--- src/lstw_defs.vh ---
// Register map, field layout, codes and timing constants of the list-step wait block
`ifndef LSTW_DEFS_VH
`define LSTW_DEFS_VH

// ----------------------------------------
// Register word addresses (byte offsets)
// ----------------------------------------
`define LSTW_ADR_CMD 8'h00
`define LSTW_ADR_ARG 8'h04
`define LSTW_ADR_STAT 8'h08
`define LSTW_ADR_RESULT 8'h0C
`define LSTW_ADR_RESULT2 8'h10
`define LSTW_ADR_WAIT 8'h14
`define LSTW_ADR_DWELL 8'h18
`define LSTW_ADR_LEVEL 8'h1C
`define LSTW_ADR_ERR 8'h20
`define LSTW_ADR_IRQ_STAT 8'h24
`define LSTW_ADR_IRQ_CLR 8'h28
`define LSTW_ADR_IRQ_EN 8'h2C
`define LSTW_ADR_SWEEP 8'h30

// ----------------------------------------
// Command codes written to CMD
// ----------------------------------------
`define LSTW_CMD_CLEAR 4'h1
`define LSTW_CMD_APPEND_VOLT 4'h2
`define LSTW_CMD_APPEND_CURR 4'h3
`define LSTW_CMD_POINT_QUERY 4'h4
`define LSTW_CMD_SWEEP_QUERY 4'h5
`define LSTW_CMD_WAIT_HIGH 4'h6
`define LSTW_CMD_WAIT_FALL 4'h7
`define LSTW_CMD_WAIT_LOW 4'h8
`define LSTW_CMD_SET_LEVEL 4'h9
`define LSTW_CMD_LEVEL_QUERY 4'hA
`define LSTW_CMD_LEVEL_MAX_QUERY 4'hB
`define LSTW_CMD_LEVEL_MIN_QUERY 4'hC

// ----------------------------------------
// Error codes, two's complement 16 bit
// ----------------------------------------
`define LSTW_ERR_NONE 16'h0000
`define LSTW_ERR_CONFLICT 16'hFF23
`define LSTW_ERR_RANGE 16'hFF22
`define LSTW_ERR_LEN_HIGH 16'hFF1E
`define LSTW_ERR_LEN_LOW 16'hFF14

// ----------------------------------------
// Status and interrupt bit positions
// ----------------------------------------
`define LSTW_ST_BUSY 0
`define LSTW_ST_LIST_VOLT 1
`define LSTW_ST_APPEND_CURRENT_POINT 2
`define LSTW_ST_TRIG 3
`define LSTW_IRQ_DONE 0
`define LSTW_IRQ_STEP 1
`define LSTW_IRQ_ERR 2
`define LSTW_IRQ_W 3

// ----------------------------------------
// Reset values and limits
// ----------------------------------------
`define LSTW_RST_LEVEL 16'h0000
`define LSTW_RST_START_ANG 16'h0001
`define LSTW_RST_STOP_ANG 16'h8CA0
`define LSTW_ANG_MIN 16'h0001
`define LSTW_ANG_MAX 16'h8CA0

// ----------------------------------------
// Trigger filter times
// ----------------------------------------
`define LSTW_CLK_HZ 50000000
`define LSTW_HIGH_FILT_NS 400000
`define LSTW_LOW_FILT_NS 2000
`define LSTW_HIGH_FILT_CYC ((`LSTW_HIGH_FILT_NS * (`LSTW_CLK_HZ / 1000000) + 999) / 1000)
`define LSTW_LOW_FILT_CYC ((`LSTW_LOW_FILT_NS * (`LSTW_CLK_HZ / 1000000) + 999) / 1000)

`endif

--- src/lstw_list_wait.v ---
// List-step sequencer and level command handler with Wishbone register access
//
// Our own choices: the register addresses and the Wishbone register port.
`timescale 1ns/100ps
`include "lstw_defs.vh"
module lstw_list_wait #(
  parameter PTR_W = 13,
  parameter [15:0] LEVEL_MAX = 16'h7FFF,
  parameter [15:0] LEVEL_MIN = 16'h8001,
  parameter HIGH_FILT_CYC = `LSTW_HIGH_FILT_CYC,
  parameter LOW_FILT_CYC = `LSTW_LOW_FILT_CYC
) (
  // Clock and reset
  input wire clk_sys,
  input wire arst_n,
  // Wishbone classic slave
  input wire wb_cyc_i,
  input wire wb_stb_i,
  input wire wb_we_i,
  input wire [7:0] wb_adr_i,
  input wire [3:0] wb_sel_i,
  input wire [31:0] wb_dat_i,
  output reg [31:0] wb_dat_o,
  output reg wb_ack_o,
  // Trigger pin
  input wire trig_in,
  // Output stage
  output reg [15:0] out_level_ff,
  output reg step_advance_ff,
  // Interrupt
  output wire irq
);

  localparam ST_IDLE = 2'd0;
  localparam ST_WAIT = 2'd1;

  localparam [1:0] WT_HIGH = 2'd0;
  localparam [1:0] WT_FALL = 2'd1;
  localparam [1:0] WT_LOW = 2'd2;

  // ----------------------------------------
  // Functions
  // ----------------------------------------
  function [31:0] wmask;
    input [31:0] old_val;
    input [31:0] new_val;
    input [3:0] sel;
    integer i;
    begin
      wmask = old_val;
      for (i = 0; i < 4; i = i + 1) begin
        if (sel[i]) begin
          wmask[i*8 +: 8] = new_val[i*8 +: 8];
        end
      end
    end
  endfunction

  function ang_ok;
    input [15:0] a;
    begin
      ang_ok = (a >= `LSTW_ANG_MIN) && (a <= `LSTW_ANG_MAX);
    end
  endfunction

  // ----------------------------------------
  // Storage
  // ----------------------------------------
  reg [31:0] arg_ff;
  reg [31:0] result_ff;
  reg [31:0] result2_ff;
  reg [31:0] wait_ff;
  reg [PTR_W-1:0] dwell_ff;
  reg [15:0] level_ff;
  reg [15:0] err_ff;
  reg [2:0] irq_stat_ff;
  reg [2:0] irq_en_ff;
  reg [15:0] start_ang_ff;
  reg [15:0] stop_ang_ff;
  reg [PTR_W-1:0] ptr_ff;
  reg list_volt_ff;
  reg append_current_point_ff;
  reg [1:0] state_ff;
  reg [1:0] wtype_ff;
  reg [31:0] wcnt_ff;

  // ----------------------------------------
  // Trigger filters: one for the high and falling-edge waits, one for the low wait
  // ----------------------------------------
  wire hi_stable;
  wire hi_fall;
  wire lo_stable;

  lstw_trig_filter #(.CNT_W(15)) u_filt_high (
    .clk_sys(clk_sys),
    .arst_n(arst_n),
    .trig_pin(trig_in),
    .filt_cyc(HIGH_FILT_CYC[14:0]),
    .stable_ff(hi_stable),
    .fall(hi_fall)
  );

  lstw_trig_filter #(.CNT_W(15)) u_filt_low (
    .clk_sys(clk_sys),
    .arst_n(arst_n),
    .trig_pin(trig_in),
    .filt_cyc(LOW_FILT_CYC[14:0]),
    .stable_ff(lo_stable),
    .fall()
  );

  // ----------------------------------------
  // Bus decode; ack answers one cycle after the strobe
  // ----------------------------------------
  wire req = wb_cyc_i & wb_stb_i & ~wb_ack_o;
  wire wr = req & wb_we_i;
  wire rd = req & ~wb_we_i;
  wire cmd_wr = wr & (wb_adr_i == `LSTW_ADR_CMD) & wb_sel_i[0];
  wire [3:0] cmd = wb_dat_i[3:0];
  wire busy = (state_ff == ST_WAIT);
  wire [15:0] arg16 = arg_ff[15:0];

  // All new commands, level reads included, are refused while a step waits
  wire do_cmd = cmd_wr & ~busy;
  wire is_wait = (cmd == `LSTW_CMD_WAIT_HIGH) | (cmd == `LSTW_CMD_WAIT_FALL) | (cmd == `LSTW_CMD_WAIT_LOW);
  wire has_list = list_volt_ff | append_current_point_ff;
  wire len_bad = (dwell_ff != ptr_ff);

  // ----------------------------------------
  // Wait step completion
  // ----------------------------------------
  wire timeout = (wait_ff != 32'h0000_0000) && (wcnt_ff >= wait_ff);
  reg step_done;
  always @* begin
    step_done = 1'b0;
    case (wtype_ff)
      WT_HIGH: step_done = hi_stable | timeout;
      WT_FALL: step_done = hi_fall | timeout;
      WT_LOW: step_done = ~lo_stable | timeout;
      default: step_done = 1'b1;
    endcase
  end

  // ----------------------------------------
  // Command execution and state
  // ----------------------------------------
  reg [15:0] nxt_err;
  reg err_evt;
  always @* begin
    nxt_err = `LSTW_ERR_NONE;
    err_evt = 1'b0;
    if (do_cmd) begin
      case (cmd)
        `LSTW_CMD_POINT_QUERY: begin
          if (append_current_point_ff) begin
            nxt_err = `LSTW_ERR_CONFLICT;
            err_evt = 1'b1;
          end
        end
        `LSTW_CMD_APPEND_VOLT: begin
          if (append_current_point_ff) begin
            nxt_err = `LSTW_ERR_CONFLICT;
            err_evt = 1'b1;
          end
        end
        `LSTW_CMD_SET_LEVEL: begin
          if ($signed(arg16) > $signed(LEVEL_MAX) || $signed(arg16) < $signed(LEVEL_MIN)) begin
            nxt_err = `LSTW_ERR_RANGE;
            err_evt = 1'b1;
          end
        end
        `LSTW_CMD_WAIT_HIGH, `LSTW_CMD_WAIT_FALL, `LSTW_CMD_WAIT_LOW: begin
          if (!has_list) begin
            nxt_err = `LSTW_ERR_CONFLICT;
            err_evt = 1'b1;
          end else if (len_bad) begin
            nxt_err = (cmd == `LSTW_CMD_WAIT_LOW) ? `LSTW_ERR_LEN_LOW : `LSTW_ERR_LEN_HIGH;
            err_evt = 1'b1;
          end
        end
        default: begin
          nxt_err = `LSTW_ERR_NONE;
        end
      endcase
    end else if (cmd_wr) begin
      nxt_err = `LSTW_ERR_CONFLICT;
      err_evt = 1'b1;
    end
  end

  wire wait_ok = do_cmd & is_wait & ~err_evt;
  wire tmr = (wait_ff != 32'h0000_0000);
  wire skip_now = wait_ok & tmr &
    (((cmd == `LSTW_CMD_WAIT_HIGH) & hi_stable) | ((cmd == `LSTW_CMD_WAIT_LOW) & ~lo_stable));
  wire step_evt = skip_now | (busy & step_done);

  always @(posedge clk_sys or negedge arst_n) begin
    if (!arst_n) begin
      state_ff <= ST_IDLE;
      wtype_ff <= WT_HIGH;
      wcnt_ff <= 32'h0000_0000;
      ptr_ff <= {PTR_W{1'b0}};
      list_volt_ff <= 1'b0;
      append_current_point_ff <= 1'b0;
      level_ff <= `LSTW_RST_LEVEL;
      out_level_ff <= `LSTW_RST_LEVEL;
      result_ff <= 32'h0000_0000;
      result2_ff <= 32'h0000_0000;
      err_ff <= `LSTW_ERR_NONE;
      step_advance_ff <= 1'b0;
    end else begin
      step_advance_ff <= step_evt;
      if (err_evt) begin
        err_ff <= nxt_err;
      end
      if (busy) begin
        wcnt_ff <= wcnt_ff + 32'h0000_0001;
        if (step_done) begin
          state_ff <= ST_IDLE;
        end
      end
      if (do_cmd) begin
        case (cmd)
          `LSTW_CMD_CLEAR: begin
            ptr_ff <= {PTR_W{1'b0}};
            list_volt_ff <= 1'b0;
            append_current_point_ff <= 1'b0;
          end
          `LSTW_CMD_APPEND_VOLT: begin
            if (!append_current_point_ff) begin
              ptr_ff <= ptr_ff + {{(PTR_W-1){1'b0}}, 1'b1};
              list_volt_ff <= 1'b1;
            end
          end
          `LSTW_CMD_APPEND_CURR: begin
            if (!list_volt_ff) begin
              ptr_ff <= ptr_ff + {{(PTR_W-1){1'b0}}, 1'b1};
              append_current_point_ff <= 1'b1;
            end
          end
          `LSTW_CMD_POINT_QUERY: begin
            result_ff <= {{(32-PTR_W){1'b0}}, ptr_ff};
          end
          `LSTW_CMD_SWEEP_QUERY: begin
            result_ff <= {16'h0000, start_ang_ff};
            result2_ff <= {16'h0000, stop_ang_ff};
          end
          `LSTW_CMD_SET_LEVEL: begin
            if (!err_evt) begin
              level_ff <= arg16;
              out_level_ff <= arg16;
            end
          end
          `LSTW_CMD_LEVEL_QUERY: result_ff <= {{16{level_ff[15]}}, level_ff};
          `LSTW_CMD_LEVEL_MAX_QUERY: result_ff <= {{16{LEVEL_MAX[15]}}, LEVEL_MAX};
          `LSTW_CMD_LEVEL_MIN_QUERY: result_ff <= {{16{LEVEL_MIN[15]}}, LEVEL_MIN};
          default: begin
            result_ff <= result_ff;
          end
        endcase
        if (wait_ok) begin
          out_level_ff <= arg16;
          wcnt_ff <= 32'h0000_0001;
          wtype_ff <= (cmd == `LSTW_CMD_WAIT_HIGH) ? WT_HIGH :
                      (cmd == `LSTW_CMD_WAIT_FALL) ? WT_FALL : WT_LOW;
          if (!skip_now) begin
            state_ff <= ST_WAIT;
          end
        end
      end
    end
  end

  // ----------------------------------------
  // Software registers and interrupt
  // ----------------------------------------
  wire [2:0] irq_evt = {err_evt, step_evt, busy & step_done};
  wire [31:0] sweep_w = wmask({stop_ang_ff, start_ang_ff}, wb_dat_i, wb_sel_i);
  wire [15:0] ang_start_w = sweep_w[15:0];

  always @(posedge clk_sys or negedge arst_n) begin
    if (!arst_n) begin
      arg_ff <= 32'h0000_0000;
      wait_ff <= 32'h0000_0000;
      dwell_ff <= {PTR_W{1'b0}};
      irq_stat_ff <= 3'h0;
      irq_en_ff <= 3'h0;
      start_ang_ff <= `LSTW_RST_START_ANG;
      stop_ang_ff <= `LSTW_RST_STOP_ANG;
    end else begin
      if (wr && wb_adr_i == `LSTW_ADR_ARG) begin
        arg_ff <= wmask(arg_ff, wb_dat_i, wb_sel_i);
      end
      if (wr && wb_adr_i == `LSTW_ADR_WAIT && !busy) begin
        wait_ff <= wmask(wait_ff, wb_dat_i, wb_sel_i);
      end
      if (wr && wb_adr_i == `LSTW_ADR_DWELL) begin
        dwell_ff <= wb_dat_i[PTR_W-1:0];
      end
      if (wr && wb_adr_i == `LSTW_ADR_IRQ_EN) begin
        irq_en_ff <= wb_dat_i[2:0];
      end
      // Angles outside the legal range are ignored so the query always reports valid values
      if (wr && wb_adr_i == `LSTW_ADR_SWEEP && ang_ok(sweep_w[15:0]) && ang_ok(sweep_w[31:16])) begin
        start_ang_ff <= ang_start_w;
        stop_ang_ff <= sweep_w[31:16];
      end
      // Set wins over a clear in the same cycle
      if (wr && wb_adr_i == `LSTW_ADR_IRQ_CLR) begin
        irq_stat_ff <= (irq_stat_ff & ~wb_dat_i[2:0]) | irq_evt;
      end else begin
        irq_stat_ff <= irq_stat_ff | irq_evt;
      end
    end
  end

  assign irq = |(irq_stat_ff & irq_en_ff);

  // ----------------------------------------
  // Read mux and acknowledge
  // ----------------------------------------
  reg [31:0] nxt_rdata;
  always @* begin
    case (wb_adr_i)
      `LSTW_ADR_ARG: nxt_rdata = arg_ff;
      `LSTW_ADR_STAT: nxt_rdata = {28'h0000000, hi_stable, append_current_point_ff, list_volt_ff, busy};
      `LSTW_ADR_RESULT: nxt_rdata = result_ff;
      `LSTW_ADR_RESULT2: nxt_rdata = result2_ff;
      `LSTW_ADR_WAIT: nxt_rdata = wait_ff;
      `LSTW_ADR_DWELL: nxt_rdata = {{(32-PTR_W){1'b0}}, dwell_ff};
      `LSTW_ADR_LEVEL: nxt_rdata = {16'h0000, level_ff};
      `LSTW_ADR_ERR: nxt_rdata = {16'h0000, err_ff};
      `LSTW_ADR_IRQ_STAT: nxt_rdata = {29'h00000000, irq_stat_ff};
      `LSTW_ADR_IRQ_EN: nxt_rdata = {29'h00000000, irq_en_ff};
      `LSTW_ADR_SWEEP: nxt_rdata = {stop_ang_ff, start_ang_ff};
      default: nxt_rdata = 32'h0000_0000;
    endcase
  end

  always @(posedge clk_sys or negedge arst_n) begin
    if (!arst_n) begin
      wb_ack_o <= 1'b0;
      wb_dat_o <= 32'h0000_0000;
    end else begin
      wb_ack_o <= req;
      if (rd) begin
        wb_dat_o <= nxt_rdata;
      end
    end
  end

endmodule

--- src/lstw_trig_filter.v ---
// Trigger input synchroniser, stability filter and falling-edge detector
`timescale 1ns/100ps
module lstw_trig_filter #(
  parameter CNT_W = 15
) (
  // Clock and reset
  input wire clk_sys,
  input wire arst_n,
  // Raw pin and filter length
  input wire trig_pin,
  input wire [CNT_W-1:0] filt_cyc,
  // Filtered results
  output reg stable_ff,
  output wire fall
);

  reg sync1_ff;
  reg sync2_ff;
  reg prev_ff;
  reg [CNT_W-1:0] cnt_ff;
  wire [CNT_W-1:0] nxt_cnt;

  // ----------------------------------------
  // Two-stage synchroniser
  // ----------------------------------------
  always @(posedge clk_sys or negedge arst_n) begin
    if (!arst_n) begin
      sync1_ff <= 1'b1;
      sync2_ff <= 1'b1;
    end else begin
      sync1_ff <= trig_pin;
      sync2_ff <= sync1_ff;
    end
  end

  // ----------------------------------------
  // Level counts as stable only after filt_cyc cycles unchanged
  // ----------------------------------------
  assign nxt_cnt = (sync2_ff == stable_ff) ? {CNT_W{1'b0}} : cnt_ff + {{(CNT_W-1){1'b0}}, 1'b1};

  always @(posedge clk_sys or negedge arst_n) begin
    if (!arst_n) begin
      cnt_ff <= {CNT_W{1'b0}};
      stable_ff <= 1'b1;
      prev_ff <= 1'b1;
    end else begin
      prev_ff <= stable_ff;
      if (sync2_ff != stable_ff && nxt_cnt >= filt_cyc) begin
        stable_ff <= sync2_ff;
        cnt_ff <= {CNT_W{1'b0}};
      end else begin
        cnt_ff <= nxt_cnt;
      end
    end
  end

  // The filtered level resets high, so an input low from the start still counts as a fall once filtered
  assign fall = prev_ff & ~stable_ff;

endmodule

--- config.mk ---
export PLATFORM = sky130hd
export DESIGN_NAME = lstw_list_wait
export DESIGN_NICKNAME = d
export VERILOG_FILES = /design/src/lstw_list_wait.v /design/src/lstw_trig_filter.v
export VERILOG_INCLUDE_DIRS = /design/src
export SDC_FILE = /design/constraint.sdc
export NUM_CORES = 1
export LEC_CHECK = 0
export BUFFER_PORTS_ARGS = -buffer_cell sky130_fd_sc_hd__buf_4
export CAP_MARGIN = 20
export CORE_MARGIN = 2
export CORE_UTILIZATION = 30
export CTS_BUF_LIST = sky130_fd_sc_hd__clkbuf_4
export CTS_CLUSTER_DIAMETER = 30
export DETAILED_ROUTE_END_ITERATION = 8
export MAX_ROUTING_LAYER = met4
export PLACE_DENSITY_LB_ADDON = 0.3
export SYNTH_ARGS = -nofsm -noshare
export SYNTH_HDL_FRONTEND = slang
export SYNTH_SLANG_ARGS = --single-unit
--- constraint.sdc ---
create_clock -name clk_sys -period 5.6 [get_ports clk_sys]
set_clock_uncertainty 0.15 [all_clocks]
set_input_delay 0 -clock clk_sys [delete_from_list [all_inputs] [get_ports clk_sys]]
set_output_delay 0 -clock clk_sys [all_outputs]
set_load 0.05 [all_outputs]
=== Word-level counts from Yosys, hierarchy flattened ===
Index checks and enable logic that the tools add are counted.

* Register bits after elaboration: 331
* Input bits: 50
* Output and inout port bits: 51
* Word-level logic and storage cells: 206

* Add/sub/neg operators: 4
* Magnitude comparators: 9
* Equal/unequal tests: 35
* Muxes and demuxes: 47
* Bitwise gates (word level): 34
* Reduce and logical (&&, ||, !) cells: 43

{| class="wikitable"
|+ Operators with widths
! kind !! count
|-
| one-hot mux 32 bit (11 select lines) || 1
|-
| one-hot mux 32 bit (5 select lines) || 1
|-
| 2-to-1 mux 16 bit || 9
|-
| 2-to-1 mux 32 bit || 3
|-
| 2-to-1 mux 15 bit || 4
|-
| one-hot mux 16 bit (3 select lines) || 1
|-
| equality test 8 x 6 -> 1 bit, second input constant || 5
|-
| one-hot mux 13 bit (3 select lines) || 1
|-
| adder 32 x 1 -> 32 bit, second input constant || 1
|-
| equality test 8 x 5 -> 1 bit, second input constant || 4
|-
| >= comparator 16 x 1 -> 1 bit, second input constant || 2
|-
| >= comparator 32 bit || 1
|-
| <= comparator 16 bit, second input constant || 2
|-
| 2-to-1 mux 8 bit || 4
|-
| nonzero test 32 bit || 1
|-
| adder 15 x 1 -> 15 bit, second input constant || 2
|-
| 2-to-1 mux 13 bit || 2
|-
| AND reduction 2 bit || 11
|-
| equality test 4 bit, second input constant || 5
|-
| equality test 4 x 3 -> 1 bit, second input constant || 4
|-
| equality test 8 x 4 -> 1 bit, second input constant || 2
|-
| > comparator 16 bit, second input constant || 1
|-
| < comparator 16 bit, second input constant || 1
|-
| AND 1 bit || 15
|-
| 36 further kinds || 89
|}

=== Logic depth before layout (Yosys ltp) ===
Gate-level depths: netlist of run 1.

* Depth after elaboration: 14
* Mapped depth: 10

=== Hierarchy ===
Synthesis of run 1 repeated with hierarchy kept, for this count alone.

* Cell total of the unflattened synthesis: 1,599
* Area total of the unflattened synthesis: 16,600.9 µm²

{| class="wikitable"
|+ By module, submodules not included
! module !! instances !! cells an instance !! area each (µm²) !! seq. area each (µm²)
|-
| lstw_list_wait || 1 || 1,315 || 14,042.2 || 6,789.0
|-
| lstw_trig_filter at u_filt_high || 1 || 142 || 1,282.5 || 480.5
|-
| lstw_trig_filter at u_filt_low || 1 || 142 || 1,276.2 || 480.5
|}

=== Worst setup path after synthesis of run 1 ===
OpenSTA, ideal clock, no wires.

* Path type: reg2reg
* From: register wb_ack_o
* To: register level_ff[10]
* Library setup time: 125 ps
* Arrival time: 2,582 ps
* Required time: 5,325 ps
* Slack: 2,743 ps
* Stages on the path, launching flop included: 8
* Buffers on the path: 1
* Cell sequence: dfrtp_1 nand4b_2 or3_1 or2_4 a2111oi_4 nand3_2 buf_6 mux2_4

* Cells in the longest elaborated chain, start to end: 9
* Elaborated cells between the ends (all ways): 10

{| class="wikitable"
|+ Ends and longest elaborated chain
! item !! line !! RTL
|-
| from (decl) || lstw_list_wait.v:24 || <nowiki>output reg wb_ack_o,</nowiki>
|-
| from (signal assigned) || lstw_list_wait.v:345 || <nowiki>wb_ack_o <= req;</nowiki>
|-
| NOT 1 bit * || lstw_list_wait.v:115 || <nowiki>wire req = wb_cyc_i & wb_stb_i & ~wb_ack_o;</nowiki>
|-
| AND 1 bit * || lstw_list_wait.v:115 ||
|-
| AND 1 bit * || lstw_list_wait.v:116 || <nowiki>wire wr = req & wb_we_i;</nowiki>
|-
| AND 1 bit * (2 in a row) || lstw_list_wait.v:118 || <nowiki>wire cmd_wr = wr & (wb_adr_i == `LSTW_ADR_CMD) & wb_sel_i[0];</nowiki>
|-
| 2-to-1 mux 1 bit / AND 1 bit (equally long branches) || lstw_list_wait.v:185, lstw_list_wait.v:124 ||
|-
| 2-to-1 mux 1 bit || lstw_list_wait.v:152 || <nowiki>if (do_cmd) begin</nowiki>
|-
| NOT 1 bit (no source line) || n/a ||
|-
| AND reduction 3 bit (no source line) * || n/a ||
|-
| to (signal assigned) || lstw_list_wait.v:205 || <nowiki>level_ff <= `LSTW_RST_LEVEL;</nowiki>
|-
| to (signal assigned) || lstw_list_wait.v:250 || <nowiki>level_ff <= arg16;</nowiki>
|-
| to (decl) || lstw_list_wait.v:74 || <nowiki>reg [15:0] level_ff;</nowiki>
|}

Every way passes the cells marked *; elsewhere a longest branch is shown, timed or not.
A chain may end at the register's enable or synchronous reset.

=== Final worst setup path of run 1 ===
* From: register start_ang_ff[2]
* To: register stop_ang_ff[14]

* Cells in the longest elaborated chain, start to end: 5
* Elaborated cells between the ends (all ways): 6

{| class="wikitable"
|+ Ends and longest elaborated chain
! item !! line !! RTL
|-
| from (decl) || lstw_list_wait.v:78 || <nowiki>reg [15:0] start_ang_ff;</nowiki>
|-
| from (signal assigned) || lstw_list_wait.v:288 || <nowiki>start_ang_ff <= `LSTW_RST_START_ANG;</nowiki>
|-
| from (signal assigned) || lstw_list_wait.v:305 || <nowiki>start_ang_ff <= ang_start_w;</nowiki>
|-
| 2-to-1 mux 8 bit * || lstw_list_wait.v:52 || <nowiki>if (sel[i]) begin</nowiki>
|-
| >= comparator 16 x 1 -> 1 bit (no source line) / <= comparator 16 bit (equally long branches) || n/a ||
|-
| logical AND 1 bit * || lstw_list_wait.v:62 || <nowiki>ang_ok = (a >= `LSTW_ANG_MIN) && (a <= `LSTW_ANG_MAX);</nowiki>
|-
| logical AND 1 bit * (2 in a row) || lstw_list_wait.v:304 || <nowiki>if (wr && wb_adr_i == `LSTW_ADR_SWEEP && ang_ok(sweep_w[15:0]) && ang_ok(sweep_w[31:16])) begin</nowiki>
|-
| to (signal assigned) || lstw_list_wait.v:289 || <nowiki>stop_ang_ff <= `LSTW_RST_STOP_ANG;</nowiki>
|-
| to (signal assigned) || lstw_list_wait.v:306 || <nowiki>stop_ang_ff <= sweep_w[31:16];</nowiki>
|-
| to (decl) || lstw_list_wait.v:79 || <nowiki>reg [15:0] stop_ang_ff;</nowiki>
|}

Marks and branches as above.

==> impl_results.html, run 1 <==
<table>
<tr><th>Metric</th><th>Value</th></tr>
<tr><th colspan="2">Critical path</th></tr>
<tr><td>Largest stage delay on the critical path</td><td>0.61 ns</td></tr>
<tr><td>RR Startpoint</td><td>start_ang_ff[2]</td></tr>
<tr><td>Critical Path Start</td><td>start_ang_ff[2]</td></tr>
<tr><td>Kind of cell adding the most delay to the critical path</td><td>simple AND/OR/NAND/NOR gates</td></tr>
<tr><td>Cell-by-cell trace of the critical path</td><td>nor4_1 &gt; a22oi_1 &gt; a211o_1 &gt; dlygate4sd3_1 &gt; and4_1 &gt; dlygate4sd3_1 &gt; nor4_4 &gt; nand2_1 &gt; mux2_2</td></tr>
<tr><td>Startpoint-to-endpoint class of the critical path</td><td>flip-flop to flip-flop</td></tr>
<tr><td>Combined buffer and inverter count along the critical path</td><td>2</td></tr>
<tr><td>Crit-path slowest cell</td><td>sky130_fd_sc_hd__dlygate4sd3_1</td></tr>
<tr><td>CP max FO</td><td>7</td></tr>
<tr><td>Most numerous cell on the critical path</td><td>sky130_fd_sc_hd__dlygate4sd3_1</td></tr>
<tr><td>Crit path DAT</td><td>4.48 ns</td></tr>
<tr><td>Startpoint Class</td><td>flip-flop</td></tr>
<tr><td>Critical path required time</td><td>6.13 ns</td></tr>
<tr><td>Category of the worst setup path capture point</td><td>flip-flop</td></tr>
<tr><th colspan="2">GRT</th></tr>
<tr><td>First-pass GRT wire length</td><td>82700 um</td></tr>
<tr><td>Pin count of the biggest net entering global routing</td><td>174</td></tr>
<tr><td>Number of antenna violations at the first check in global routing</td><td>2</td></tr>
<tr><td>Total global-route track usage</td><td>0.204</td></tr>
<tr><td>Remaining Overflow, GRT</td><td>0</td></tr>
<tr><td>Number of global-route vias before repair</td><td>13789</td></tr>
<tr><th colspan="2">Place</th></tr>
<tr><td>Port bufs</td><td>100</td></tr>
<tr><td>Half-perimeter wire length of the detailed placement result</td><td>36300 um</td></tr>
<tr><td>Dpl cells</td><td>2279</td></tr>
<tr><td>Area after DPL</td><td>17400 um^2</td></tr>
<tr><td>Placer Congestion</td><td>0.916</td></tr>
<tr><td>Place WS</td><td>2.50 ns</td></tr>
<tr><th colspan="2">Power</th></tr>
<tr><td>Cell Pwr Density</td><td>260 nW/um^2</td></tr>
<tr><td>Leakage power</td><td>8.78 nW</td></tr>
<tr><td>Maximum vdd ir drop</td><td>175 uV</td></tr>
<tr><th colspan="2">Synth</th></tr>
<tr><td>Synthesized netlist cell count</td><td>1542</td></tr>
<tr><td>Share of synthesized area occupied by flip-flops and latches</td><td>0.482</td></tr>
<tr><td>Largest area contributor in the netlist</td><td>sky130_fd_sc_hd__dfrtp_1</td></tr>
<tr><td>Fraction of post-synthesis cell area in the top cell type by area</td><td>0.464</td></tr>
<tr><td>Ys async rst share</td><td>1.00</td></tr>
<tr><td>Warnings from Yosys</td><td>0</td></tr>
<tr><td>Area of the mapped netlist</td><td>15900 um^2</td></tr>
<tr><td>Synthesized area per cell</td><td>10.3 um^2</td></tr>
<tr><td>Count of flip-flops with a built-in enable after synthesis</td><td>0</td></tr>
<tr><td>Library cells used by synthesis</td><td>85</td></tr>
<tr><td>FF+latch count, synth</td><td>306</td></tr>
<tr><td>Prevailing post-synth register cell</td><td>sky130_fd_sc_hd__dfrtp_1</td></tr>
<tr><td>Dominant cells by area after synthesis</td><td>sky130_fd_sc_hd__dfrtp_1 46%, sky130_fd_sc_hd__mux2_2 7.1%, sky130_fd_sc_hd__mux2_1 3.5%</td></tr>
<tr><th colspan="2">Route</th></tr>
<tr><td>Drc violations</td><td>0</td></tr>
<tr><td>Routed wire length per instance</td><td>21.1 um</td></tr>
<tr><td>DR vias</td><td>13594</td></tr>
<tr><td>Number of iterations in the first detailed-routing pass</td><td>6</td></tr>
<tr><td>Final wirelength</td><td>53900 um</td></tr>
<tr><td>Average via count per standard cell</td><td>5.32</td></tr>
<tr><td>Number of design-rule violations left by the first detailed-router iteration</td><td>974</td></tr>
<tr><td>Post-route antenna net violation count</td><td>0</td></tr>
<tr><th colspan="2">CTS</th></tr>
<tr><td>Clock Sink Count</td><td>306</td></tr>
<tr><td>Register clock-pin slew on the reported worst setup and hold paths</td><td>0.07 ns</td></tr>
<tr><td>Total setup buffers inserted after CTS</td><td>0</td></tr>
<tr><td>Htree depth</td><td>3</td></tr>
<tr><td>Buffer cell driving the clock tree root</td><td>sky130_fd_sc_hd__clkbuf_4</td></tr>
<tr><td>Worst skew pair latency</td><td>0.82 ns</td></tr>
<tr><td>Maximum root-to-sink buffer count</td><td>3</td></tr>
<tr><td>CTS tree</td><td>yes</td></tr>
<tr><td>Inserted Clock Buffers</td><td>95</td></tr>
<tr><th colspan="2">Floorplan</th></tr>
<tr><td>Boundary Pins</td><td>101</td></tr>
<tr><td>Effective utilization at floorplan</td><td>0.303</td></tr>
<tr><td>Std-Cell Rows</td><td>84</td></tr>
<tr><td>Overall die width</td><td>234 um</td></tr>
<tr><td>Chip height</td><td>234 um</td></tr>
<tr><td>Total die area</td><td>54900 um^2</td></tr>
<tr><td>Area of the core</td><td>52400 um^2</td></tr>
<tr><th colspan="2">Layout</th></tr>
<tr><td>Layout cells sized above 1</td><td>0.219</td></tr>
<tr><td>Area Growth Syn to Fin</td><td>23.8%</td></tr>
<tr><td>Leading cell type in the layout, fill and taps excluded</td><td>sky130_fd_sc_hd__dfrtp_1</td></tr>
<tr><td>Fillers</td><td>5179</td></tr>
<tr><td>Final cell count without fillers</td><td>2557</td></tr>
<tr><td>Most frequent cells in the layout</td><td>295 x sky130_fd_sc_hd__dfrtp_1, 136 x sky130_fd_sc_hd__nor2_1, 135 x sky130_fd_sc_hd__nand2_1</td></tr>
<tr><td>Post-route cell area</td><td>19700 um^2</td></tr>
<tr><td># nets final</td><td>1891</td></tr>
<tr><td>Multi-input gate area in the final layout</td><td>7770 um^2</td></tr>
<tr><td>Register area</td><td>7670 um^2</td></tr>
<tr><th colspan="2">STA</th></tr>
<tr><td>Final sum of negative setup slack</td><td>0 ns</td></tr>
<tr><td>Final worst-path cycle share</td><td>0.706</td></tr>
<tr><td>Highest achievable clock rate</td><td>253 MHz</td></tr>
<tr><td>Setup slack after layout</td><td>1.65 ns</td></tr>
<tr><td>Min Clock Period, post-route</td><td>3.95 ns</td></tr>
<tr><td>Total of endpoints with negative setup slack in the final report</td><td>0</td></tr>
<tr><td>Worst hold margin</td><td>0.0806 ns</td></tr>
<tr><td>Endpoints failing hold</td><td>0</td></tr>
<tr><td>Number of pins with negative max-slew slack in the final report</td><td>0</td></tr>
<tr><td>Worst-Margin Slew</td><td>0.975 ns</td></tr>
<tr><td>Rel. slew slack</td><td>0.350</td></tr>
<tr><td>RSZ-0062 raised after global routing</td><td>no</td></tr>
<tr><th colspan="2">Job</th></tr>
<tr><td>Number of maximum-capacitance constraint violations</td><td>0</td></tr>
<tr><th colspan="2">Worst hold path</th></tr>
<tr><td>Origin of the worst min-delay path</td><td>wb_dat_i[1]</td></tr>
<tr><td>Min-delay worst type</td><td>input port to flip-flop</td></tr>
<tr><th colspan="2">Outcome</th></tr>
<tr><td>Outcome</td><td>finished, final reports clean</td></tr>
</table>
-- layout make-up --
| cell class | instances | share of cell area |
|---|---|---|
| timing repair buffer | 229 | 0.103 |
| clock inverter | 34 | 0.00978 |
| inverter | 53 | 0.0101 |
| clock buffer | 128 | 0.0488 |
| tap | 688 | 0.0437 |
| multi-input combinational | 1117 | 0.394 |
| antenna | 2 | 0.000254 |
| sequential | 306 | 0.389 |
-- synth_stat cells, types with 19 or more instances --
master	instances
sky130_fd_sc_hd__ha_1	39
sky130_fd_sc_hd__nand3_1	40
sky130_fd_sc_hd__o21ai_0	62
sky130_fd_sc_hd__a22oi_1	46
sky130_fd_sc_hd__clkbuf_1	53
sky130_fd_sc_hd__nor3_1	34
sky130_fd_sc_hd__nor2_1	136
sky130_fd_sc_hd__mux2_1	49
sky130_fd_sc_hd__xnor2_1	30
sky130_fd_sc_hd__dfrtp_1	295
sky130_fd_sc_hd__inv_1	52
sky130_fd_sc_hd__mux2_2	100
sky130_fd_sc_hd__xor2_1	39
sky130_fd_sc_hd__nand2_1	135
sky130_fd_sc_hd__a21oi_1	97
sky130_fd_sc_hd__nand4_1	27
sky130_fd_sc_hd__nor4_1	26
sky130_fd_sc_hd__a31oi_1	19
-- state kept, by name, indices dropped and copies added, names as in the netlist, 15 cells and up --
register            flops
u_filt_high.cnt_ff     15
start_ang_ff           16
arg_ff                 32
wb_dat_o               32
wait_ff                32
u_filt_low.cnt_ff      15
stop_ang_ff            16
level_ff               16
wcnt_ff                32
result2_ff             16
out_level_ff           16
result_ff              17
-- worst reg2reg max path, stage by stage, from the launching register on --
cell and delay [ns]:
sky130_fd_sc_hd__dfrtp_1 0.43, sky130_fd_sc_hd__nor4_1 0.30, sky130_fd_sc_hd__a22oi_1 0.17, sky130_fd_sc_hd__a211o_1 0.30, sky130_fd_sc_hd__dlygate4sd3_1 0.56, sky130_fd_sc_hd__and4_1 0.22
sky130_fd_sc_hd__dlygate4sd3_1 0.61, sky130_fd_sc_hd__nor4_4 0.42, sky130_fd_sc_hd__nand2_1 0.32, sky130_fd_sc_hd__mux2_2 0.35
-- metal layers --
metal  vias to the layer above  routed length [um]  global-route usage
li1                       6181                   -                   -
met1                      6749               23000               0.256
met2                       530               24600               0.310
met3                       134                4100              0.0492
met4                         0                2210              0.0973
met5                         -                   0                   -
-- timing repair --
item | in CTS | in global routing
setup endpoints to repair | 0 | 0
endpoints found under the hold margin | 507 | 0
resized for setup | 0 | 0
hold buffers | 113 | 0
-- through the flow --
stage	utilization	total power, mW
final	0.376	5.12
after global routing	0.376	5.37
after CTS	0.375	5.19
after detailed placement	0.331	2.93
after global placement	0.331	2.93
after floorplan	-	2.69
-- path summary, 6_finish.rpt --
path,endpoint,slack [ns],cells past startpoint
min in group asynchronous,u_filt_high.cnt_ff[4],0.23,4
max in group asynchronous,out_level_ff[8],4.13,4
worst min register to register,u_filt_high.sync2_ff,0.21,0
worst min-delay path,arg_ff[1],0.08,3
worst max register to register,stop_ang_ff[14],1.65,9
worst max-delay path,stop_ang_ff[14],1.65,9
-- logic make-up (layout without fill, tap and decap cells) --
| kind of cell | count (synthesis) | in the layout | share of synthesized area |
|---|---|---|---|
| compound gates | 316 | 316 | 0.130 |
| xor+xnor | 69 | 69 | 0.0380 |
| fa+ha+maj | 39 | 39 | 0.0307 |
| buf+inv | 126 | 444 | 0.0319 |
| flops | 306 | 306 | 0.482 |
| mux | 168 | 168 | 0.121 |
| other cells | 1 | 10 | 0.000236 |
| simple gates | 517 | 517 | 0.166 |
-- power by group --
| part | internal (mW) | switching (mW) |
|---|---|---|
| logic | 0.213 | 0.407 |
| clock network | 1.14 | 1.01 |
| registers | 2.28 | 0.0610 |
| total | 3.63 | 1.48 |
No activity file was read; power rests on OpenSTA's default activity.
==> inputs of run 2 (changes only) <==
- clock period: 5.6 -> 3.6 ns (I/O delays scaled with it)
==> impl_results.html, run 2 (same netlist as run 1, synthesis figures left out) <==
<table>
<tr><th>Metric</th><th>Value</th></tr>
<tr><th colspan="2">Layout</th></tr>
<tr><td>Register area</td><td>7670 um^2 (unchanged)</td></tr>
<tr><td>Layout cells sized above 1</td><td>0.235 (was 0.219)</td></tr>
<tr><td>Area Growth Syn to Fin</td><td>25.0% (was 23.8%)</td></tr>
<tr><td># nets final</td><td>1908 (was 1891)</td></tr>
<tr><td>End-of-flow core utilization</td><td>0.379 (was 0.376)</td></tr>
<tr><td>Most frequent cells in the layout</td><td>295 x sky130_fd_sc_hd__dfrtp_1, 139 x sky130_fd_sc_hd__clkbuf_4, 136 x sky130_fd_sc_hd__nor2_1, 136 x sky130_fd_sc_hd__buf_4, 135 x sky130_fd_sc_hd__nand2_1 (was 295 x sky130_fd_sc_hd__dfrtp_1, 136 x sky130_fd_sc_hd__nor2_1, 135 x sky130_fd_sc_hd__nand2_1)</td></tr>
<tr><td>Multi-input gate area in the final layout</td><td>7790 um^2 (was 7770 um^2)</td></tr>
<tr><td>Fillers</td><td>5168 (was 5179)</td></tr>
<tr><td>Leading cell type in the layout, fill and taps excluded</td><td>sky130_fd_sc_hd__dfrtp_1 (unchanged)</td></tr>
<tr><th colspan="2">Route</th></tr>
<tr><td>Drc violations</td><td>0 (unchanged)</td></tr>
<tr><td>Average via count per standard cell</td><td>5.30 (was 5.32)</td></tr>
<tr><td>Number of design-rule violations left by the first detailed-router iteration</td><td>1222 (was 974)</td></tr>
<tr><td>DR vias</td><td>13642 (was 13594)</td></tr>
<tr><td>Number of iterations in the first detailed-routing pass</td><td>5 (was 6)</td></tr>
<tr><td>Routed wire length per instance</td><td>20.7 um (was 21.1 um)</td></tr>
<tr><td>Final wirelength</td><td>53400 um (was 53900 um)</td></tr>
<tr><td>Post-route antenna net violation count</td><td>0 (unchanged)</td></tr>
<tr><th colspan="2">CTS</th></tr>
<tr><td>Total setup buffers inserted after CTS</td><td>0 (unchanged)</td></tr>
<tr><td>Buffer cell driving the clock tree root</td><td>sky130_fd_sc_hd__clkbuf_4 (unchanged)</td></tr>
<tr><td>Inserted Clock Buffers</td><td>93 (was 95)</td></tr>
<tr><td>Worst skew pair latency</td><td>0.82 ns (about the same)</td></tr>
<tr><td>Maximum root-to-sink buffer count</td><td>3 (unchanged)</td></tr>
<tr><td>Register clock-pin slew on the reported worst setup and hold paths</td><td>0.06 ns (was 0.07 ns)</td></tr>
<tr><td>Htree depth</td><td>3 (unchanged)</td></tr>
<tr><td>CTS tree</td><td>yes (unchanged)</td></tr>
<tr><td>Clock Sink Count</td><td>306 (unchanged)</td></tr>
<tr><th colspan="2">Floorplan</th></tr>
<tr><td>Area of the core</td><td>52400 um^2 (unchanged)</td></tr>
<tr><td>Boundary Pins</td><td>101 (unchanged)</td></tr>
<tr><td>Overall die width</td><td>234 um (unchanged)</td></tr>
<tr><td>Effective utilization at floorplan</td><td>0.303 (unchanged)</td></tr>
<tr><td>Total die area</td><td>54900 um^2 (unchanged)</td></tr>
<tr><td>Chip height</td><td>234 um (unchanged)</td></tr>
<tr><td>Std-Cell Rows</td><td>84 (unchanged)</td></tr>
<tr><th colspan="2">GRT</th></tr>
<tr><td>Routing usage on met2</td><td>0.304 (was 0.310)</td></tr>
<tr><td>Pin count of the biggest net entering global routing</td><td>122 (was 174)</td></tr>
<tr><td>Remaining Overflow, GRT</td><td>0 (unchanged)</td></tr>
<tr><td>Routing usage on met1</td><td>0.273 (was 0.256)</td></tr>
<tr><td>Number of global-route vias before repair</td><td>13941 (was 13789)</td></tr>
<tr><td>Total global-route track usage</td><td>0.204 (about the same)</td></tr>
<tr><td>Grt peak-use layer</td><td>met2 (unchanged)</td></tr>
<tr><td>Fraction of met3 tracks used by global routing</td><td>0.0399 (was 0.0492)</td></tr>
<tr><td>First-pass GRT wire length</td><td>82900 um (was 82700 um)</td></tr>
<tr><td>Number of antenna violations at the first check in global routing</td><td>2 (unchanged)</td></tr>
<tr><th colspan="2">Worst hold path</th></tr>
<tr><td>Min-delay worst type</td><td>input port to flip-flop (unchanged)</td></tr>
<tr><th colspan="2">STA</th></tr>
<tr><td>Number of pins with negative max-slew slack in the final report</td><td>0 (unchanged)</td></tr>
<tr><td>RSZ-0062 raised after global routing</td><td>no (unchanged)</td></tr>
<tr><td>Worst-Margin Slew</td><td>1.12 ns (was 0.975 ns)</td></tr>
<tr><td>Total of endpoints with negative setup slack in the final report</td><td>0 (unchanged)</td></tr>
<tr><td>Endpoints failing hold</td><td>0 (unchanged)</td></tr>
<tr><td>Min Clock Period, post-route</td><td>3.43 ns</td></tr>
<tr><td>Rel. slew slack</td><td>0.254 (was 0.350)</td></tr>
<tr><td>Final worst-path cycle share</td><td>0.952</td></tr>
<tr><td>Highest achievable clock rate</td><td>292 MHz</td></tr>
<tr><td>Final sum of negative setup slack</td><td>0 ns (unchanged)</td></tr>
<tr><th colspan="2">Power</th></tr>
<tr><td>Maximum vdd ir drop</td><td>232 uV (was 175 uV)</td></tr>
<tr><td>Leakage power</td><td>8.91 nW (was 8.78 nW)</td></tr>
<tr><td>Cell Pwr Density</td><td>403 nW/um^2 (was 260 nW/um^2)</td></tr>
<tr><th colspan="2">Outcome</th></tr>
<tr><td>Outcome</td><td>finished, final reports clean (unchanged)</td></tr>
<tr><th colspan="2">Critical path</th></tr>
<tr><td>Critical path required time</td><td>4.12 ns (was 6.13 ns)</td></tr>
<tr><td>Startpoint Class</td><td>input port (was flip-flop)</td></tr>
<tr><td>Startpoint-to-endpoint class of the critical path</td><td>input port to flip-flop (was flip-flop to flip-flop)</td></tr>
<tr><td>CP max FO</td><td>7 (unchanged)</td></tr>
<tr><td>Category of the worst setup path capture point</td><td>flip-flop (unchanged)</td></tr>
<tr><td>Crit path DAT</td><td>3.95 ns (was 4.48 ns)</td></tr>
<tr><th colspan="2">Place</th></tr>
<tr><td>Half-perimeter wire length of the detailed placement result</td><td>36700 um (was 36300 um)</td></tr>
<tr><td>Placer Congestion</td><td>0.899 (was 0.916)</td></tr>
<tr><td>Port bufs</td><td>100 (unchanged)</td></tr>
<tr><th colspan="2">Job</th></tr>
<tr><td>Number of maximum-capacitance constraint violations</td><td>0 (unchanged)</td></tr>
</table>
[run 2: cell count changes in the layout (fill, tap and decap cells not counted), sizes merged]
cell         change
clkinvlp         +3
buf             +22
bufinv           -1
dlygate4sd3      -4
clkinv          -11
clkbuf          +12
inv              -2
[run 2: path summary, 6_finish.rpt]
path,start,to,slack (ns),depth (start not counted)
setup / recovery,wb_adr_i[7],start_ang_ff[1],0.17,10
hold reg to reg,u_filt_high.sync1_ff,u_filt_high.sync2_ff,0.22,0
min in group asynchronous,arst_n,u_filt_high.cnt_ff[5],0.28,3
setup reg to reg,start_ang_ff[4],start_ang_ff[1],0.21,8
hold / removal,wb_dat_i[0],irq_stat_ff[0],0.07,5
max in group asynchronous,arst_n,stop_ang_ff[15],1.93,4
[run 2: timing repair]
action / in CTS / in global routing
resized for setup: 0 / 4
hold endpoints to repair: 498 / 0
hold buffers: 108 / 0
setup endpoints to repair: 0 / 3
[run 2: final cells by class]
| class | count | share of cell area |
|---|---|---|
| Inverter | 53 | 0.0100 |
| Sequential cell | 306 | 0.386 |
| Multi-Input combinational cell | 1117 | 0.392 |
| Clock inverter | 23 | 0.00711 |
| Tap cell | 688 | 0.0433 |
| Clock buffer | 139 | 0.0525 |
| Timing Repair Buffer | 248 | 0.109 |
| Antenna cell | 2 | 0.000252 |
[run 2: power breakdown]
part / leakage [nW] / total, mW / internal [mW] / switching (mW)
clock network: 0.703 / 3.40 / 1.83 / 1.57
registers: 3.97 / 3.63 / 3.54 / 0.0913
logic: 4.24 / 0.969 / 0.337 / 0.632
total: 8.91 / 8.00 / 5.71 / 2.29
[run 2: critical path: stages]
cell and delay [ns]:
sky130_fd_sc_hd__dlygate4sd3_1 0.58, sky130_fd_sc_hd__buf_4 0.17, sky130_fd_sc_hd__nor3b_1 0.46, sky130_fd_sc_hd__dlygate4sd3_1 0.74, sky130_fd_sc_hd__and3_1 0.24, sky130_fd_sc_hd__dlygate4sd3_1 0.58, sky130_fd_sc_hd__nand2_1 0.11, sky130_fd_sc_hd__nor4_4 0.37
sky130_fd_sc_hd__nand2_1 0.34, sky130_fd_sc_hd__mux2_2 0.36
[run 2: per-stage QoR]
| stage | hold WS (ns) | power [mW] | instances | area, um^2 | setup slack (ns) |
|---|---|---|---|---|---|
| global route | 0.0619 | 8.40 | 2576 | 19900 | 0.0306 |
| global placement | -0.0212 | 4.56 | 2304 | 17600 | 0.747 |
| floorplan | -0.446 | 4.18 | 1549 | 15900 | 0.743 |
| CTS | 0.00570 | 8.12 | 2574 | 19800 | 0.0805 |
| detailed placement | -0.0265 | 4.57 | 2304 | 17600 | 0.697 |
| finish | 0.0667 | 8.00 | 2576 | 19900 | 0.172 |
[run 2: routing by layer]
| metal | vias up | part of all wire |
|---|---|---|
| met2 | 563 | 0.45 |
| met5 | - | 0 |
| met3 | 121 | 0.080 |
| li1 | 6218 | - |
| met4 | 0 | 0.029 |
| met1 | 6740 | 0.44 |
==> inputs of run 3 (changes only) <==
- ABC_AREA: default -> 1
==> impl_results.html, run 3 <==
<table>
<tr><th>Metric</th><th>Value</th></tr>
<tr><th colspan="2">Layout</th></tr>
<tr><td>Area Growth Syn to Fin</td><td>22.7% (was 25.0%)</td></tr>
<tr><td>Layout cells sized above 1</td><td>0.132 (was 0.235)</td></tr>
<tr><td>Final cell count without fillers</td><td>3168 (was 2576)</td></tr>
<tr><td>Leading cell type in the layout, fill and taps excluded</td><td>sky130_fd_sc_hd__nand2_1 (was sky130_fd_sc_hd__dfrtp_1)</td></tr>
<tr><td># nets final</td><td>2493 (was 1908)</td></tr>
<tr><td>Post-route cell area</td><td>20200 um^2 (was 19900 um^2)</td></tr>
<tr><td>Most frequent cells in the layout</td><td>636 x sky130_fd_sc_hd__nand2_1, 295 x sky130_fd_sc_hd__dfrtp_1, 261 x sky130_fd_sc_hd__inv_1 (was 295 x sky130_fd_sc_hd__dfrtp_1, 139 x sky130_fd_sc_hd__clkbuf_4, 136 x sky130_fd_sc_hd__nor2_1, 136 x sky130_fd_sc_hd__buf_4, 135 x sky130_fd_sc_hd__nand2_1)</td></tr>
<tr><th colspan="2">Critical path</th></tr>
<tr><td>Startpoint Class</td><td>flip-flop (was input port)</td></tr>
<tr><td>CP max FO</td><td>14 (was 7)</td></tr>
<tr><td>Crit path DAT</td><td>3.99 ns (was 3.95 ns)</td></tr>
<tr><td>Category of the worst setup path capture point</td><td>flip-flop (unchanged)</td></tr>
<tr><td>Critical path required time</td><td>4.12 ns (about the same)</td></tr>
<tr><td>Startpoint-to-endpoint class of the critical path</td><td>flip-flop to flip-flop (was input port to flip-flop)</td></tr>
<tr><th colspan="2">GRT</th></tr>
<tr><td>Number of global-route vias before repair</td><td>15575 (was 13941)</td></tr>
<tr><td>Total global-route track usage</td><td>0.204 (about the same)</td></tr>
<tr><td>Pin count of the biggest net entering global routing</td><td>102 (was 122)</td></tr>
<tr><td>Remaining Overflow, GRT</td><td>0 (unchanged)</td></tr>
<tr><td>First-pass GRT wire length</td><td>87500 um (was 82900 um)</td></tr>
<tr><td>Number of antenna violations at the first check in global routing</td><td>2 (unchanged)</td></tr>
<tr><th colspan="2">Route</th></tr>
<tr><td>Final wirelength</td><td>55900 um (was 53400 um)</td></tr>
<tr><td>Drc violations</td><td>0 (unchanged)</td></tr>
<tr><td>Number of design-rule violations left by the first detailed-router iteration</td><td>1317 (was 1222)</td></tr>
<tr><td>Post-route antenna net violation count</td><td>0 (unchanged)</td></tr>
<tr><td>Routed wire length per instance</td><td>17.6 um (was 20.7 um)</td></tr>
<tr><td>Number of iterations in the first detailed-routing pass</td><td>6 (was 5)</td></tr>
<tr><td>DR vias</td><td>15749 (was 13642)</td></tr>
<tr><td>Average via count per standard cell</td><td>4.97 (was 5.30)</td></tr>
<tr><th colspan="2">STA</th></tr>
<tr><td>Min Clock Period, post-route</td><td>3.46 ns (was 3.43 ns)</td></tr>
<tr><td>Worst-Margin Slew</td><td>0.937 ns (was 1.12 ns)</td></tr>
<tr><td>Final sum of negative setup slack</td><td>0 ns (unchanged)</td></tr>
<tr><td>Number of pins with negative max-slew slack in the final report</td><td>0 (unchanged)</td></tr>
<tr><td>Endpoints failing hold</td><td>0 (unchanged)</td></tr>
<tr><td>RSZ-0062 raised after global routing</td><td>no (unchanged)</td></tr>
<tr><td>Rel. slew slack</td><td>0.372 (was 0.254)</td></tr>
<tr><td>Final worst-path cycle share</td><td>0.962 (was 0.952)</td></tr>
<tr><td>Setup slack after layout</td><td>0.135 ns (was 0.172 ns)</td></tr>
<tr><td>Total of endpoints with negative setup slack in the final report</td><td>0 (unchanged)</td></tr>
<tr><td>Highest achievable clock rate</td><td>289 MHz (was 292 MHz)</td></tr>
<tr><th colspan="2">Power</th></tr>
<tr><td>Cell Pwr Density</td><td>364 nW/um^2 (was 403 nW/um^2)</td></tr>
<tr><td>Maximum vdd ir drop</td><td>187 uV (was 232 uV)</td></tr>
<tr><td>Leakage power</td><td>9.99 nW (was 8.91 nW)</td></tr>
<tr><th colspan="2">Synth</th></tr>
<tr><td>Synthesized area per cell</td><td>7.69 um^2 (was 10.3 um^2)</td></tr>
<tr><td>Top cells by instance count after synthesis</td><td>637 x sky130_fd_sc_hd__nand2_1, 295 x sky130_fd_sc_hd__dfrtp_1, 261 x sky130_fd_sc_hd__inv_1 (was 295 x sky130_fd_sc_hd__dfrtp_1, 136 x sky130_fd_sc_hd__nor2_1, 135 x sky130_fd_sc_hd__nand2_1)</td></tr>
<tr><td>Count leader, synth</td><td>sky130_fd_sc_hd__nand2_1 (was sky130_fd_sc_hd__dfrtp_1)</td></tr>
<tr><td>Warnings from Yosys</td><td>0 (unchanged)</td></tr>
<tr><td>Area of the mapped netlist</td><td>16500 um^2 (was 15900 um^2)</td></tr>
<tr><td>Ys async rst share</td><td>1.00 (unchanged)</td></tr>
<tr><td>Fraction of post-synthesis cell area in the top cell type by area</td><td>0.448 (was 0.464)</td></tr>
<tr><td>Synthesized netlist cell count</td><td>2142 (was 1542)</td></tr>
<tr><td>Dominant cells by area after synthesis</td><td>sky130_fd_sc_hd__dfrtp_1 45%, sky130_fd_sc_hd__nand2_1 15%, sky130_fd_sc_hd__o21ai_0 6.1% (was sky130_fd_sc_hd__dfrtp_1 46%, sky130_fd_sc_hd__mux2_2 7.1%, sky130_fd_sc_hd__mux2_1 3.5%)</td></tr>
<tr><td>Share of synthesized area occupied by flip-flops and latches</td><td>0.465 (was 0.482)</td></tr>
<tr><td>Count of flip-flops with a built-in enable after synthesis</td><td>0 (unchanged)</td></tr>
<tr><td>Largest area contributor in the netlist</td><td>sky130_fd_sc_hd__dfrtp_1 (unchanged)</td></tr>
<tr><td>Library cells used by synthesis</td><td>49 (was 85)</td></tr>
<tr><td>Prevailing post-synth register cell</td><td>sky130_fd_sc_hd__dfrtp_1 (unchanged)</td></tr>
<tr><td>FF+latch count, synth</td><td>306 (unchanged)</td></tr>
<tr><th colspan="2">Worst hold path</th></tr>
<tr><td>Min-delay worst type</td><td>input port to flip-flop (unchanged)</td></tr>
<tr><th colspan="2">Place</th></tr>
<tr><td>Area after DPL</td><td>18100 um^2 (was 17600 um^2)</td></tr>
<tr><td>Half-perimeter wire length of the detailed placement result</td><td>40300 um (was 36700 um)</td></tr>
<tr><td>Placer Congestion</td><td>0.927 (was 0.899)</td></tr>
<tr><td>Port bufs</td><td>100 (unchanged)</td></tr>
<tr><td>Place WS</td><td>0.717 ns (was 0.697 ns)</td></tr>
<tr><td>Dpl cells</td><td>2906 (was 2304)</td></tr>
<tr><th colspan="2">Outcome</th></tr>
<tr><td>Outcome</td><td>finished, final reports clean (unchanged)</td></tr>
<tr><th colspan="2">CTS</th></tr>
<tr><td>Clock Sink Count</td><td>306 (unchanged)</td></tr>
<tr><td>Maximum root-to-sink buffer count</td><td>3 (unchanged)</td></tr>
<tr><td>Htree depth</td><td>3 (unchanged)</td></tr>
<tr><td>Inserted Clock Buffers</td><td>91 (was 93)</td></tr>
<tr><td>CTS tree</td><td>yes (unchanged)</td></tr>
<tr><td>Worst skew pair latency</td><td>0.84 ns (was 0.82 ns)</td></tr>
<tr><td>Buffer cell driving the clock tree root</td><td>sky130_fd_sc_hd__clkbuf_4 (unchanged)</td></tr>
<tr><td>Register clock-pin slew on the reported worst setup and hold paths</td><td>0.06 ns (about the same)</td></tr>
<tr><th colspan="2">Floorplan</th></tr>
<tr><td>Std-Cell Rows</td><td>85 (was 84)</td></tr>
<tr><td>Chip height</td><td>238 um (was 234 um)</td></tr>
<tr><td>Boundary Pins</td><td>101 (unchanged)</td></tr>
<tr><td>Effective utilization at floorplan</td><td>0.305 (was 0.303)</td></tr>
<tr><td>Total die area</td><td>56800 um^2 (was 54900 um^2)</td></tr>
<tr><td>Area of the core</td><td>54000 um^2 (was 52400 um^2)</td></tr>
<tr><td>Overall die width</td><td>238 um (was 234 um)</td></tr>
<tr><th colspan="2">Job</th></tr>
<tr><td>Number of maximum-capacitance constraint violations</td><td>0 (unchanged)</td></tr>
</table>
## run 3: cell count changes after synthesis, sizes merged, moves of 42 or more
cell | previous run | this run
nand3 | 41 | 128
o21ai | 64 | 224
inv | 53 | 268
a22oi | 46 | 0
a21oi | 97 | 55
nand2 | 140 | 646
mux2 | 159 | 22
## run 3: kinds of logic after synthesis
group                      share of synthesized area
other                                       0.000228
AOI/OAI and AO/OA                              0.117
adders and majority gates                     0.0296
DFF                                            0.465
buffers and inverters                         0.0800
muxes                                         0.0150
xor gates and xnor gates                      0.0250
and+or+nand+nor                                0.268
## run 3: worst paths after layout
check / startpoint / to / slack [ns] / depth (start not counted)
min: wb_adr_i[0] / wb_dat_o[1] / 0.05 / 8
min reg2reg: u_filt_high.sync1_ff / u_filt_high.sync2_ff / 0.21 / 0
max reg2reg: wb_ack_o / result_ff[9] / 0.14 / 8
min in group asynchronous: arst_n / arg_ff[30] / 0.09 / 4
max: wb_ack_o / result_ff[9] / 0.14 / 8
max in group asynchronous: arst_n / ptr_ff[3] / 2.32 / 5
## run 3: power by group
| group | leakage (nW) | switching [mW] | internal, mW | total (mW) |
|---|---|---|---|---|
| sequential | 4.13 | 0.0254 | 3.47 | 3.49 |
| combinational | 5.18 | 0.316 | 0.182 | 0.499 |
| clock | 0.677 | 1.62 | 1.75 | 3.37 |
## run 3: metal layers
metal | global-route usage | up-vias | routed length [um]
li1 | - | 7537 | -
met1 | 0.256 | 7552 | 24100
met3 | 0.0355 | 128 | 3400
met5 | - | - | 0
met2 | 0.324 | 532 | 26200
met4 | 0.0894 | 0 | 2110
## run 3: stage by stage
stage / util / hold slack [ns] / power, mW
2_1_floorplan: - / -0.446 / 3.74
6_report: 0.374 / 0.0522 / 7.36
3_5_place_dp: 0.334 / -0.258 / 3.97
5_1_grt: 0.374 / 0.0224 / 7.69
3_3_place_gp: 0.334 / -0.260 / 3.96
4_1_cts: 0.374 / 0.000423 / 7.45
## run 3: cell type report
class	count	area [um^2]
Tap cell	696	871
Antenna cell	3	7.51
Fill cell	5702	33800
Inverter	271	1020
Timing Repair Buffer	226	1990
Clock inverter	33	191
Multi-Input combinational cell	1508	7530
Clock buffer	125	938
Sequential cell	306	7670
## run 3: worst max-delay path: stages (launching register included)
cell and delay, ns:
sky130_fd_sc_hd__dfrtp_1 0.39, sky130_fd_sc_hd__inv_1 0.09, sky130_fd_sc_hd__nand4_1 0.25, sky130_fd_sc_hd__dlygate4sd3_1 0.73, sky130_fd_sc_hd__nor2_1 0.17, sky130_fd_sc_hd__nand3_1 0.25, sky130_fd_sc_hd__clkinv_1 0.29, sky130_fd_sc_hd__nand2_1 0.49
sky130_fd_sc_hd__mux2_1 0.48
## run 3: timing repair
item                                    CTS  global route
buffers inserted                          0             2
endpoints found under the setup margin    0            15
hold buffers                             99             0
gates resized for setup                   0             2
endpoints found under the hold margin   555             0
